[config.mk]
export PLATFORM = sky130hd
export DESIGN_NAME = sro_core
export DESIGN_NICKNAME = d
export VERILOG_FILES = /design/src/logic/sro_pkg.sv /design/src/logic/sro_core.sv
export SDC_FILE = /design/constraint.sdc
export NUM_CORES = 1
export LEC_CHECK = 0
export BUFFER_PORTS_ARGS = -buffer_cell sky130_fd_sc_hd__buf_4
export CAP_MARGIN = 15
export CELL_PAD_IN_SITES_DETAIL_PLACEMENT = 1
export CELL_PAD_IN_SITES_GLOBAL_PLACEMENT = 1
export CORE_AREA = 2 2 167 169
export CTS_BUF_LIST = sky130_fd_sc_hd__clkbuf_16
export DETAILED_ROUTE_END_ITERATION = 8
export DIE_AREA = 0 0 169 171
export GPL_ROUTABILITY_DRIVEN = 1
export PLACE_DENSITY = 0.84
export SETUP_SLACK_MARGIN = 0.02
export SYNTH_ARGS = -nofsm -noshare
export SYNTH_HDL_FRONTEND = slang
export SYNTH_SLANG_ARGS = --single-unit
[constraint.sdc]
create_clock -name sys_clk -period 3.45 [get_ports sys_clk]
set_input_delay 0 -clock sys_clk [delete_from_list [all_inputs] [get_ports sys_clk]]
set_output_delay 0 -clock sys_clk [all_outputs]
set_load 0.05 [all_outputs]
[src/logic/sro_pkg.sv]
// What this block does
// - clear-carry zeroes carry, advances program counter by one, nothing else changes
// - carry also loadable by status load and set-carry
// - subroutine exit loads program counter from stack top instead of incrementing
// - on the same edge as that load, subroutine exit pops the stack exactly one level
// - pop shifts the seven lower entries toward top, bottom kept, no underflow check
// - exit takes 2 cycles to RAM, 3 to ROM, 3+p external, plus fetch waits
// - clear and rotate ops repeatable: n cycles for n repeats, plus p external
// - clear sync mode zeroes frame-sync mode bit, advances program counter by one
// - sync mode zero: one receive sync pulse starts continuous reception
// - sync mode zero, internal sync source off: one transmit pulse starts transmitter
// - in continuous mode later sync input activity is ignored
// - continuous, sync source on: sync output pulses on first data write only
// - frame-sync mode bit also loadable by status load and set op
// - hold mode one: acknowledged hold halts instruction execution
// - hold mode zero: internal execution continues while external bus floats
// - hold mode bit also loadable by status load and set op
// - rotate left: bit 31 to carry, old carry into bit 0
// - rotate right: bit 0 to carry, old carry into bit 31
// - rotates ignore sign-extension mode and change no status bit but carry
`default_nettype none
package sro_pkg;
  // ----------------------------------------
  // opcodes
  // ----------------------------------------
  localparam logic [15:0] OP_CLEAR_CARRY = 16'hCE30;
  localparam logic [15:0] OP_SUB_EXIT = 16'hCE26;
  localparam logic [15:0] OP_CLEAR_FSM = 16'hCE36;
  localparam logic [15:0] OP_CLEAR_HM = 16'hCE38;
  localparam logic [15:0] OP_ROTATE_LEFT = 16'hCE34;
  localparam logic [15:0] OP_ROTATE_RIGHT = 16'hCE35;

  // ----------------------------------------
  // register map
  // ----------------------------------------
  localparam logic [7:0] ADDR_CMD = 8'h00;
  localparam logic [7:0] ADDR_STATE = 8'h04;
  localparam logic [7:0] ADDR_STATUS_ONE = 8'h08;
  localparam logic [7:0] ADDR_SET_BITS = 8'h0C;
  localparam logic [7:0] ADDR_ACC = 8'h10;
  localparam logic [7:0] ADDR_PC = 8'h14;
  localparam logic [7:0] ADDR_STACK = 8'h18;
  localparam logic [7:0] ADDR_WAIT = 8'h1C;
  localparam logic [7:0] ADDR_TX_DATA = 8'h20;

  // command word fields
  localparam int CMD_OP_LSB = 0;
  localparam int CMD_RPT_LSB = 16;
  localparam int CMD_EXT_BIT = 24;

  // status register one bit positions
  localparam int BIT_CARRY = 0;
  localparam int BIT_FSM = 1;
  localparam int BIT_HM = 2;
  localparam int BIT_TXM = 3;
  localparam int BIT_SXM = 4;
  localparam int ST1_WIDTH = 5;
  localparam logic [4:0] ST1_RESET = 5'h06;

  // ----------------------------------------
  // timing in core cycles
  // ----------------------------------------
  localparam logic [1:0] EXIT_RAM_CYCLES = 2'h2;
  localparam logic [1:0] EXIT_ROM_CYCLES = 2'h3;
  localparam logic [1:0] EXIT_EXT_CYCLES = 2'h3;

  typedef enum {
    S_IDLE,
    S_FETCH,
    S_RUN
  } sro_state_type;

  typedef struct packed {
    logic sign_extend_mode_bit;
    logic transmit_sync_source_bit;
    logic hm;
    logic fsm;
    logic carry;
  } sro_st1_type;

  typedef struct packed {
    logic extFetch;
    logic [7:0] repeatCount;
    logic [15:0] opcode;
  } sro_cmd_type;
endpackage : sro_pkg
`default_nettype wire

[src/logic/sro_core.sv]
// The APB register port and the register addresses were chosen for this implementation.
`timescale 1ns/10ps
`default_nettype none
module sro_core
  import sro_pkg::*;
#(
  parameter int PC_WIDTH = 16,
  parameter int STACK_DEPTH = 8,
  parameter logic [15:0] RAM_LO = 16'hFF00,
  parameter logic [15:0] ROM_HI = 16'h0FFF
) (
  input wire logic sys_clk,
  input wire logic resetn,
  input wire logic psel,
  input wire logic penable,
  input wire logic pwrite,
  input wire logic [7:0] paddr,
  input wire logic [31:0] pwdata,
  output logic [31:0] prdata,
  output logic pready,
  output logic pslverr,
  input wire logic holdReq,
  output logic holdAck,
  output logic extBusEnable,
  output logic execHalted,
  input wire logic rxFrameSyncIn,
  output logic rxWordStart,
  input wire logic txFrameSyncIn,
  output logic txFrameSyncOut,
  output logic txFrameSyncOe,
  output logic txWordStart
);
  // ----------------------------------------
  // apb decode
  // ----------------------------------------
  sro_state_type state;
  sro_st1_type st1;
  sro_cmd_type cmd;
  logic [31:0] acc;
  logic [PC_WIDTH-1:0] pc;
  logic [PC_WIDTH-1:0] stack [STACK_DEPTH];
  logic [7:0] waitStates;
  logic [7:0] fetchLeft;
  logic [7:0] runLeft;
  logic [7:0] destWaitLeft;
  logic rxRunning;
  logic txRunning;
  logic rxSyncPrev;
  logic txSyncPrev;

  wire logic access = psel && penable;
  wire logic wrAccess = access && pwrite;
  wire logic hitCmd = paddr == ADDR_CMD;
  wire logic hitState = paddr == ADDR_STATE;
  wire logic hitSt1 = paddr == ADDR_STATUS_ONE;
  wire logic hitSet = paddr == ADDR_SET_BITS;
  wire logic hitAcc = paddr == ADDR_ACC;
  wire logic hitPc = paddr == ADDR_PC;
  wire logic hitStack = paddr == ADDR_STACK;
  wire logic hitWait = paddr == ADDR_WAIT;
  wire logic hitTx = paddr == ADDR_TX_DATA;
  wire logic mapped = hitCmd | hitState | hitSt1 | hitSet | hitAcc | hitPc | hitStack | hitWait | hitTx;
  wire logic [15:0] newOp = pwdata[CMD_OP_LSB +: 16];
  wire logic busy = state != S_IDLE;

  function automatic logic known_op(input logic [15:0] op);
    known_op = (op == OP_CLEAR_CARRY) || (op == OP_SUB_EXIT) || (op == OP_CLEAR_FSM)
      || (op == OP_CLEAR_HM) || (op == OP_ROTATE_LEFT) || (op == OP_ROTATE_RIGHT);
  endfunction : known_op

  // a command is refused while one is running or when the opcode is unknown
  wire logic cmdBad = hitCmd && (busy || !known_op(newOp));
  wire logic cmdTake = wrAccess && hitCmd && !cmdBad;
  wire logic st1Write = wrAccess && hitSt1;
  wire logic setWrite = wrAccess && hitSet;
  wire logic txWrite = wrAccess && hitTx;
  wire logic stackWrite = wrAccess && hitStack;

  assign pready = 1'b1;
  assign pslverr = access && (!mapped || (pwrite && cmdBad) || (!pwrite && (hitCmd || hitSet || hitTx)));

  always_comb begin
    prdata = 32'h0;
    if (access && !pwrite) begin
      if (hitState) begin
        prdata = {24'h0, 4'h0, execHalted, holdAck, txRunning && rxRunning, busy};
      end else if (hitSt1) begin
        prdata = {{(32 - ST1_WIDTH){1'b0}}, st1};
      end else if (hitAcc) begin
        prdata = acc;
      end else if (hitPc) begin
        prdata = {{(32 - PC_WIDTH){1'b0}}, pc};
      end else if (hitStack) begin
        prdata = {{(32 - PC_WIDTH){1'b0}}, stack[0]};
      end else if (hitWait) begin
        prdata = {24'h0, waitStates};
      end
    end
  end

  // ----------------------------------------
  // hold handling
  // ----------------------------------------
  // with hold mode clear only external fetches stall; internal code keeps running
  wire logic stall = holdAck && (st1.hm || cmd.extFetch);
  assign execHalted = holdAck && st1.hm;
  assign extBusEnable = !holdAck;

  always_ff @(posedge sys_clk or negedge resetn) begin
    if (!resetn) begin
      holdAck <= 1'b0;
    end else begin
      holdAck <= holdReq;
    end
  end

  // ----------------------------------------
  // execution sequencer
  // ----------------------------------------
  wire logic isExit = cmd.opcode == OP_SUB_EXIT;
  wire logic [PC_WIDTH-1:0] stackTop = stack[0];
  wire logic destRam = stackTop >= RAM_LO;
  wire logic destRom = stackTop <= ROM_HI;
  wire logic [1:0] exitBase = destRam ? EXIT_RAM_CYCLES : (destRom ? EXIT_ROM_CYCLES : EXIT_EXT_CYCLES);
  wire logic lastStep = (state == S_RUN) && !stall && (runLeft == 8'h1) && (destWaitLeft == 8'h0);
  wire logic opStep = (state == S_RUN) && !stall && !isExit;
  wire logic newIsExit = newOp == OP_SUB_EXIT;
  // a repeat field of all ones wraps to zero, which the down-counter runs as 256 steps
  wire logic [7:0] firstRun = newIsExit ? {6'h0, exitBase} : pwdata[CMD_RPT_LSB +: 8] + 8'h1;
  wire logic [7:0] newExitWait = (newIsExit && !(destRam || destRom)) ? waitStates : 8'h0;

  always_ff @(posedge sys_clk or negedge resetn) begin
    if (!resetn) begin
      state <= S_IDLE;
      cmd <= '0;
      fetchLeft <= 8'h0;
      runLeft <= 8'h0;
      destWaitLeft <= 8'h0;
    end else begin
      case (state)
        S_IDLE: begin
          if (cmdTake) begin
            cmd <= pwdata[CMD_EXT_BIT:0];
            fetchLeft <= pwdata[CMD_EXT_BIT] ? waitStates : 8'h0;
            // the exit op cannot repeat; its repeat field is ignored, its length follows the destination
            runLeft <= firstRun;
            destWaitLeft <= newExitWait;
            state <= (pwdata[CMD_EXT_BIT] && waitStates != 8'h0) ? S_FETCH : S_RUN;
          end
        end
        S_FETCH: begin
          if (!stall) begin
            fetchLeft <= fetchLeft - 8'h1;
            if (fetchLeft == 8'h1) begin
              state <= S_RUN;
            end
          end
        end
        S_RUN: begin
          if (!stall) begin
            if (destWaitLeft != 8'h0) begin
              destWaitLeft <= destWaitLeft - 8'h1;
            end else begin
              runLeft <= runLeft - 8'h1;
              if (runLeft == 8'h1) begin
                state <= S_IDLE;
              end
            end
          end
        end
        default: begin
          state <= S_IDLE;
        end
      endcase
    end
  end

  // ----------------------------------------
  // accumulator, status, program counter
  // ----------------------------------------
  wire logic doRol = opStep && cmd.opcode == OP_ROTATE_LEFT && destWaitLeft == 8'h0;
  wire logic doRor = opStep && cmd.opcode == OP_ROTATE_RIGHT && destWaitLeft == 8'h0;
  wire logic doClc = opStep && cmd.opcode == OP_CLEAR_CARRY;
  wire logic doClf = opStep && cmd.opcode == OP_CLEAR_FSM;
  wire logic doClh = opStep && cmd.opcode == OP_CLEAR_HM;
  wire logic exitFires = lastStep && isExit;
  // load and pop share one edge so the top is read before it shifts
  wire logic exitDone = exitFires;

  sro_st1_type next_st1;
  always_comb begin
    next_st1 = st1;
    if (st1Write) begin
      next_st1 = pwdata[ST1_WIDTH-1:0];
    end else if (setWrite) begin
      next_st1 = st1 | pwdata[ST1_WIDTH-1:0];
    end
    if (doClc) begin
      next_st1.carry = 1'b0;
    end
    if (doClf) begin
      next_st1.fsm = 1'b0;
    end
    if (doClh) begin
      next_st1.hm = 1'b0;
    end
    if (doRol) begin
      next_st1.carry = acc[31];
    end
    if (doRor) begin
      next_st1.carry = acc[0];
    end
  end

  always_ff @(posedge sys_clk or negedge resetn) begin
    if (!resetn) begin
      st1 <= ST1_RESET;
      acc <= 32'h0;
    end else begin
      st1 <= next_st1;
      if (doRol) begin
        acc <= {acc[30:0], st1.carry};
      end else if (doRor) begin
        acc <= {st1.carry, acc[31:1]};
      end else if (wrAccess && hitAcc) begin
        acc <= pwdata;
      end
    end
  end

  always_ff @(posedge sys_clk or negedge resetn) begin
    if (!resetn) begin
      pc <= '0;
    end else if (exitDone) begin
      pc <= stackTop;
    end else if (lastStep && !isExit) begin
      pc <= pc + {{(PC_WIDTH-1){1'b0}}, 1'b1};
    end else if (wrAccess && hitPc) begin
      pc <= pwdata[PC_WIDTH-1:0];
    end
  end

  always_ff @(posedge sys_clk or negedge resetn) begin
    if (!resetn) begin
      waitStates <= 8'h0;
    end else if (wrAccess && hitWait) begin
      waitStates <= pwdata[7:0];
    end
  end

  // ----------------------------------------
  // hardware stack
  // ----------------------------------------
  // a write pushes so software can set up return addresses; bottom is lost on push
  genvar gi;
  generate
    for (gi = 0; gi < STACK_DEPTH; gi++) begin : g_stack
      always_ff @(posedge sys_clk or negedge resetn) begin
        if (!resetn) begin
          stack[gi] <= '0;
        end else if (exitDone) begin
          if (gi < STACK_DEPTH - 1) begin
            stack[gi] <= stack[gi+1];
          end
        end else if (stackWrite) begin
          stack[gi] <= (gi == 0) ? pwdata[PC_WIDTH-1:0] : stack[(gi == 0) ? 0 : gi - 1];
        end
      end
    end
  endgenerate

  // ----------------------------------------
  // serial framing
  // ----------------------------------------
  wire logic rxPulse = rxFrameSyncIn && !rxSyncPrev;
  wire logic txPulse = txFrameSyncIn && !txSyncPrev;
  wire logic rxStartNow = rxPulse && (st1.fsm || !rxRunning);
  wire logic txExtStart = !st1.transmit_sync_source_bit && txPulse && (st1.fsm || !txRunning);
  wire logic txIntStart = st1.transmit_sync_source_bit && txWrite && (st1.fsm || !txRunning);
  assign txFrameSyncOe = st1.transmit_sync_source_bit;

  always_ff @(posedge sys_clk or negedge resetn) begin
    if (!resetn) begin
      rxSyncPrev <= 1'b0;
      txSyncPrev <= 1'b0;
      rxRunning <= 1'b0;
      txRunning <= 1'b0;
      rxWordStart <= 1'b0;
      txWordStart <= 1'b0;
      txFrameSyncOut <= 1'b0;
    end else begin
      rxSyncPrev <= rxFrameSyncIn;
      txSyncPrev <= txFrameSyncIn;
      rxWordStart <= rxStartNow;
      txWordStart <= txExtStart || txIntStart;
      txFrameSyncOut <= txIntStart;
      // leaving continuous mode re-arms the first-pulse detection
      rxRunning <= !st1.fsm && (rxRunning || rxPulse);
      txRunning <= !st1.fsm && (txRunning || txExtStart || txIntStart);
    end
  end

  // ----------------------------------------
  // checks
  // ----------------------------------------
  property p_clear_carry;
    @(posedge sys_clk) disable iff (!resetn)
    doClc && !st1Write && !setWrite |=> !st1.carry && $stable(acc);
  endproperty
  a_clear_carry: assert property (p_clear_carry) else $error("carry not cleared");

  property p_exit_pc;
    @(posedge sys_clk) disable iff (!resetn)
    exitDone |=> pc == $past(stack[0]) && stack[0] == $past(stack[1]);
  endproperty
  a_exit_pc: assert property (p_exit_pc) else $error("exit did not load and pop");

  property p_pop_bottom;
    @(posedge sys_clk) disable iff (!resetn)
    exitDone |=> stack[STACK_DEPTH-1] == stack[STACK_DEPTH-2];
  endproperty
  a_pop_bottom: assert property (p_pop_bottom) else $error("bottom entries differ after pop");

  property p_exit_ram_time;
    @(posedge sys_clk) disable iff (!resetn)
    cmdTake && newOp == OP_SUB_EXIT && !pwdata[CMD_EXT_BIT] && stack[0] >= RAM_LO && !holdAck && !holdReq
      |=> busy [*2] ##1 !busy;
  endproperty
  a_exit_ram_time: assert property (p_exit_ram_time) else $error("exit to ram not two cycles");

  property p_repeat_time;
    @(posedge sys_clk) disable iff (!resetn)
    cmdTake && newOp == OP_ROTATE_LEFT && !pwdata[CMD_EXT_BIT] && pwdata[CMD_RPT_LSB +: 8] == 8'h2
      && !holdAck && !holdReq ##1 !holdReq [*2] |=> busy ##1 !busy;
  endproperty
  a_repeat_time: assert property (p_repeat_time) else $error("three repeats not three cycles");

  property p_rol;
    @(posedge sys_clk) disable iff (!resetn)
    doRol |=> acc == {$past(acc[30:0]), $past(st1.carry)} && st1.carry == $past(acc[31]);
  endproperty
  a_rol: assert property (p_rol) else $error("rotate left wrong");

  property p_ror;
    @(posedge sys_clk) disable iff (!resetn)
    doRor |=> acc == {$past(st1.carry), $past(acc[31:1])} && st1.carry == $past(acc[0]);
  endproperty
  a_ror: assert property (p_ror) else $error("rotate right wrong");

  property p_rot_only_carry;
    @(posedge sys_clk) disable iff (!resetn)
    (doRol || doRor) && !st1Write && !setWrite |=> st1[ST1_WIDTH-1:1] == $past(st1[ST1_WIDTH-1:1]);
  endproperty
  a_rot_only_carry: assert property (p_rot_only_carry) else $error("rotate touched other bits");

  property p_hold_halts;
    @(posedge sys_clk) disable iff (!resetn)
    holdAck && st1.hm && busy |=> $stable(pc) && $stable(acc) || $past(wrAccess);
  endproperty
  a_hold_halts: assert property (p_hold_halts) else $error("execution ran during hold");

  property p_rx_ignored;
    @(posedge sys_clk) disable iff (!resetn)
    rxRunning && !st1.fsm && rxPulse |=> !rxWordStart;
  endproperty
  a_rx_ignored: assert property (p_rx_ignored) else $error("sync pulse not ignored");

  property p_tx_once;
    @(posedge sys_clk) disable iff (!resetn)
    st1.transmit_sync_source_bit && !st1.fsm && txRunning && txWrite |=> !txFrameSyncOut;
  endproperty
  a_tx_once: assert property (p_tx_once) else $error("sync output pulsed again");
endmodule : sro_core
`default_nettype wire

==> metrics.yaml <==
status:
  outcome: "completed"
yosys:
  synth_seq_cells: 240
  seq_area_frac_synth: 0.467
  synth_top_area_frac: 0.463
  synth_top_area_cell: "dfrtp_1"
  synth.area.top_cells: "dfrtp_1 (46%), mux2i_1 (17%), a21oi_1 (6.1%)"
  syn_nets: 1347
  synthTopCellsByCount: "dfrtp_1 (238), mux2i_1 (222), nor2_1 (159)"
  synth.avg_cell_area_sq_um: 9.96
  yosys_warnings: 0
  synth_ff_type: "dfrtp_1"
  yosys.cell_types.count: 66
  synth_edf_count: 0
  synthArstFlopShare: 1.00
  synth_cells: 1292
  synth_area_sq_um: 12900
  synth.most_common_cell: "dfrtp_1"
power_and_ir_drop:
  cellPowerDensity_nw_per_um2: 461
  intPower_uw: 4920
  p_sw_uw: 2070
  pwr-share-comb: 0.156
  p_leak_uw: 0.00680
  p_clk_frac: 0.386
  switching_share: 0.296
  irDropWorstVdd_uv: 408
  finalPower_uw: 6990
  pwr-share-seq: 0.458
route:
  drt_iter0_markers: 923
  via_per_inst: 6.07
  drtAntennaViolNets: 0
  drc_errors: 0
  drt_first_pass_iters: 8
  avgRoutedWirePerCell_microns: 21.2
  finalWirelength_microns: 37400
  num_vias: 10685
placed_design:
  dp_cells: 1667
  io_buffers: 87
  gp_congestion: 0.916
  place_hpwl_microns: 24700
clocking:
  clockBufferDepth: 3
  clock-sinks: 240
  ctsHtreeMaxLevel: 1
  clkLatencyLatePin_ns: 0.55
  cts_root_buf: "clkbuf_16"
  ctsResizeCount: 0
  cts_inserted_buffers: 27
  cts_tree: "built"
  path_clk_slew_ns: 0.07
sta:
  fin_worst_skew_ns: 0.0156
  period_needed_ns: 2.93
  finalHoldWorstSlack_ns: 0.0371
  max_slew_margin: 0.431
  maxSlewViolCount: 0
  setup_violations: 0
  grt_setup_unrepaired: "no"
  period_share: 0.849
  tns_ns: 0
  final-hold-violation-count: 0
  fmax_ghz: 0.341
  worstMarginPinSlew_ns: 0.842
global_route:
  grt_max_degree: 129
  overflow: 0
  antenna_found_initial: 1
  track_usage: 0.262
  grt_pass1_wl_microns: 61000
  grt_pass1_vias: 11492
worst_hold_path:
  hold_path_class: "input pin to async pin"
die:
  die_y_microns: 171
  io-pin-count: 89
  core_sq_um: 27300
  rows: 61
  start_util: 0.471
  dieArea_sq_um: 28900
  die_w_microns: 169
setup_path:
  reg2reg_from: "state[0]"
  cp.depth: 5
  crit_path_end: "runLeft[4]"
  r2r_end: "runLeft[4]"
  path_cells: "or2_2 > or4_1 > or3_1 > nand2_1 > o2bb2a_1"
  crit_fanout: 22
  critPathSlowestCell: "or3_1"
  slowest_delay_ns: 0.71
  required_ns: 3.87
  start_kind: "flop"
  cp-end-kind: "flop"
  crit_family: "simple AND/OR/NAND/NOR gates"
  arrival_ns: 3.35
  cp-startpoint: "state[0]"
  worstPathBufferInverterCount: 0
  r2r_cells: 5
  r2r_slack_ns: 0.52
  critPathKind: "flop to flop"
layout:
  syn_to_final_growth_pct: 17.7
  final_cell_count_no_fill: 1759
  fin_util: 0.554
  drive_gt1_frac: 0.142
  finalNetCount: 1446
run:
  cap_violations: 0
stage by stage:
step	instance area [sq um]	worst slack, ns
after floorplan	12900	0.687
after global placement	13900	0.602
after detailed placement	13900	0.588
after CTS	15100	0.562
after global routing	15200	0.431
final	15200	0.520
sequential cells by signal, indices dropped and copies added (netlist names), 4 cells and up:
| name | count |
|---|---|
| acc | 32 |
| cmd | 17 |
| destWaitLeft | 8 |
| fetchLeft | 8 |
| pc | 16 |
| runLeft | 8 |
| st1 | 4 |
| stack | 112 |
| stackTop | 16 |
| waitStates | 8 |
kinds of logic after synthesis:
kind of cell / synth area share
other cells: 0.000291
mux: 0.198
simple gates: 0.140
compound gates: 0.145
xor+xnor: 0.00885
buf+inv: 0.0331
flops: 0.467
fa+ha+maj: 0.00681
how the worst min path moves through the flow:
| stage | start | to | slack [ns] | cells past startpoint |
|---|---|---|---|---|
| floorplan | resetn | acc[0] | -0.30 | 0 |
| global placement | resetn | fetchLeft[3] | 0.09 | 1 |
| detailed placement | resetn | fetchLeft[3] | 0.1 | 1 |
| CTS | paddr[2] | st1[0] | 0.02 | 4 |
| global route | paddr[2] | st1[0] | 0.05 | 4 |
| finish | resetn | fetchLeft[3] | 0.04 | 2 |
cell type report:
type                       count  area [sq um]
sequential                   240          6010
tap                          346           433
clock inverter                23           139
timing repair buffer         163          1380
multi-input combinational    946          6460
clock buffer                  27           676
inverter                      13          48.8
fill                        2989         12200
antenna                        1          2.50
cells in the final DEF (no fill, tap or decap), drive strengths merged, types with 8 or more instances in the layout:
| cell | instances |
|---|---|
| a21oi | 157 |
| a222oi | 9 |
| a22oi | 18 |
| a31oi | 17 |
| a32oi | 8 |
| and2 | 25 |
| and3 | 9 |
| buf | 122 |
| clkbuf | 27 |
| clkinv | 15 |
| dfrtp | 238 |
| dlygate4sd3 | 41 |
| inv | 20 |
| mux2 | 26 |
| mux2i | 222 |
| nand2 | 58 |
| nand2b | 14 |
| nand3 | 20 |
| nand4 | 8 |
| nor2 | 159 |
| nor3 | 13 |
| nor4 | 17 |
| o21ai | 39 |
| o22ai | 8 |
| or4 | 8 |
| xor2 | 8 |
power groups by stage:
stage               clock (uW)  combinational (uW)  sequential [uW]
finish                    2700                1090             3200
global route              2860                1200             3230
CTS                       2740                1080             3190
detailed placement           0                1040             3240
global placement             0                 987             3220
floorplan                    0                 678             3170
metal layers:
metal | GRT usage | up-vias | wire length, microns
met5 | 0 | - | 0
met4 | 0.0914 | 0 | 1300
met3 | 0.0322 | 93 | 1510
met2 | 0.452 | 266 | 18400
met1 | 0.342 | 5405 | 16100
li1 | - | 4921 | -
repair_timing:
item                      4_1_cts  5_1_grt
hold buffers                   41        0
hold endpoints to repair      186        0
setup buffers                   0        0
No activity file was read; power rests on OpenSTA's default activity.
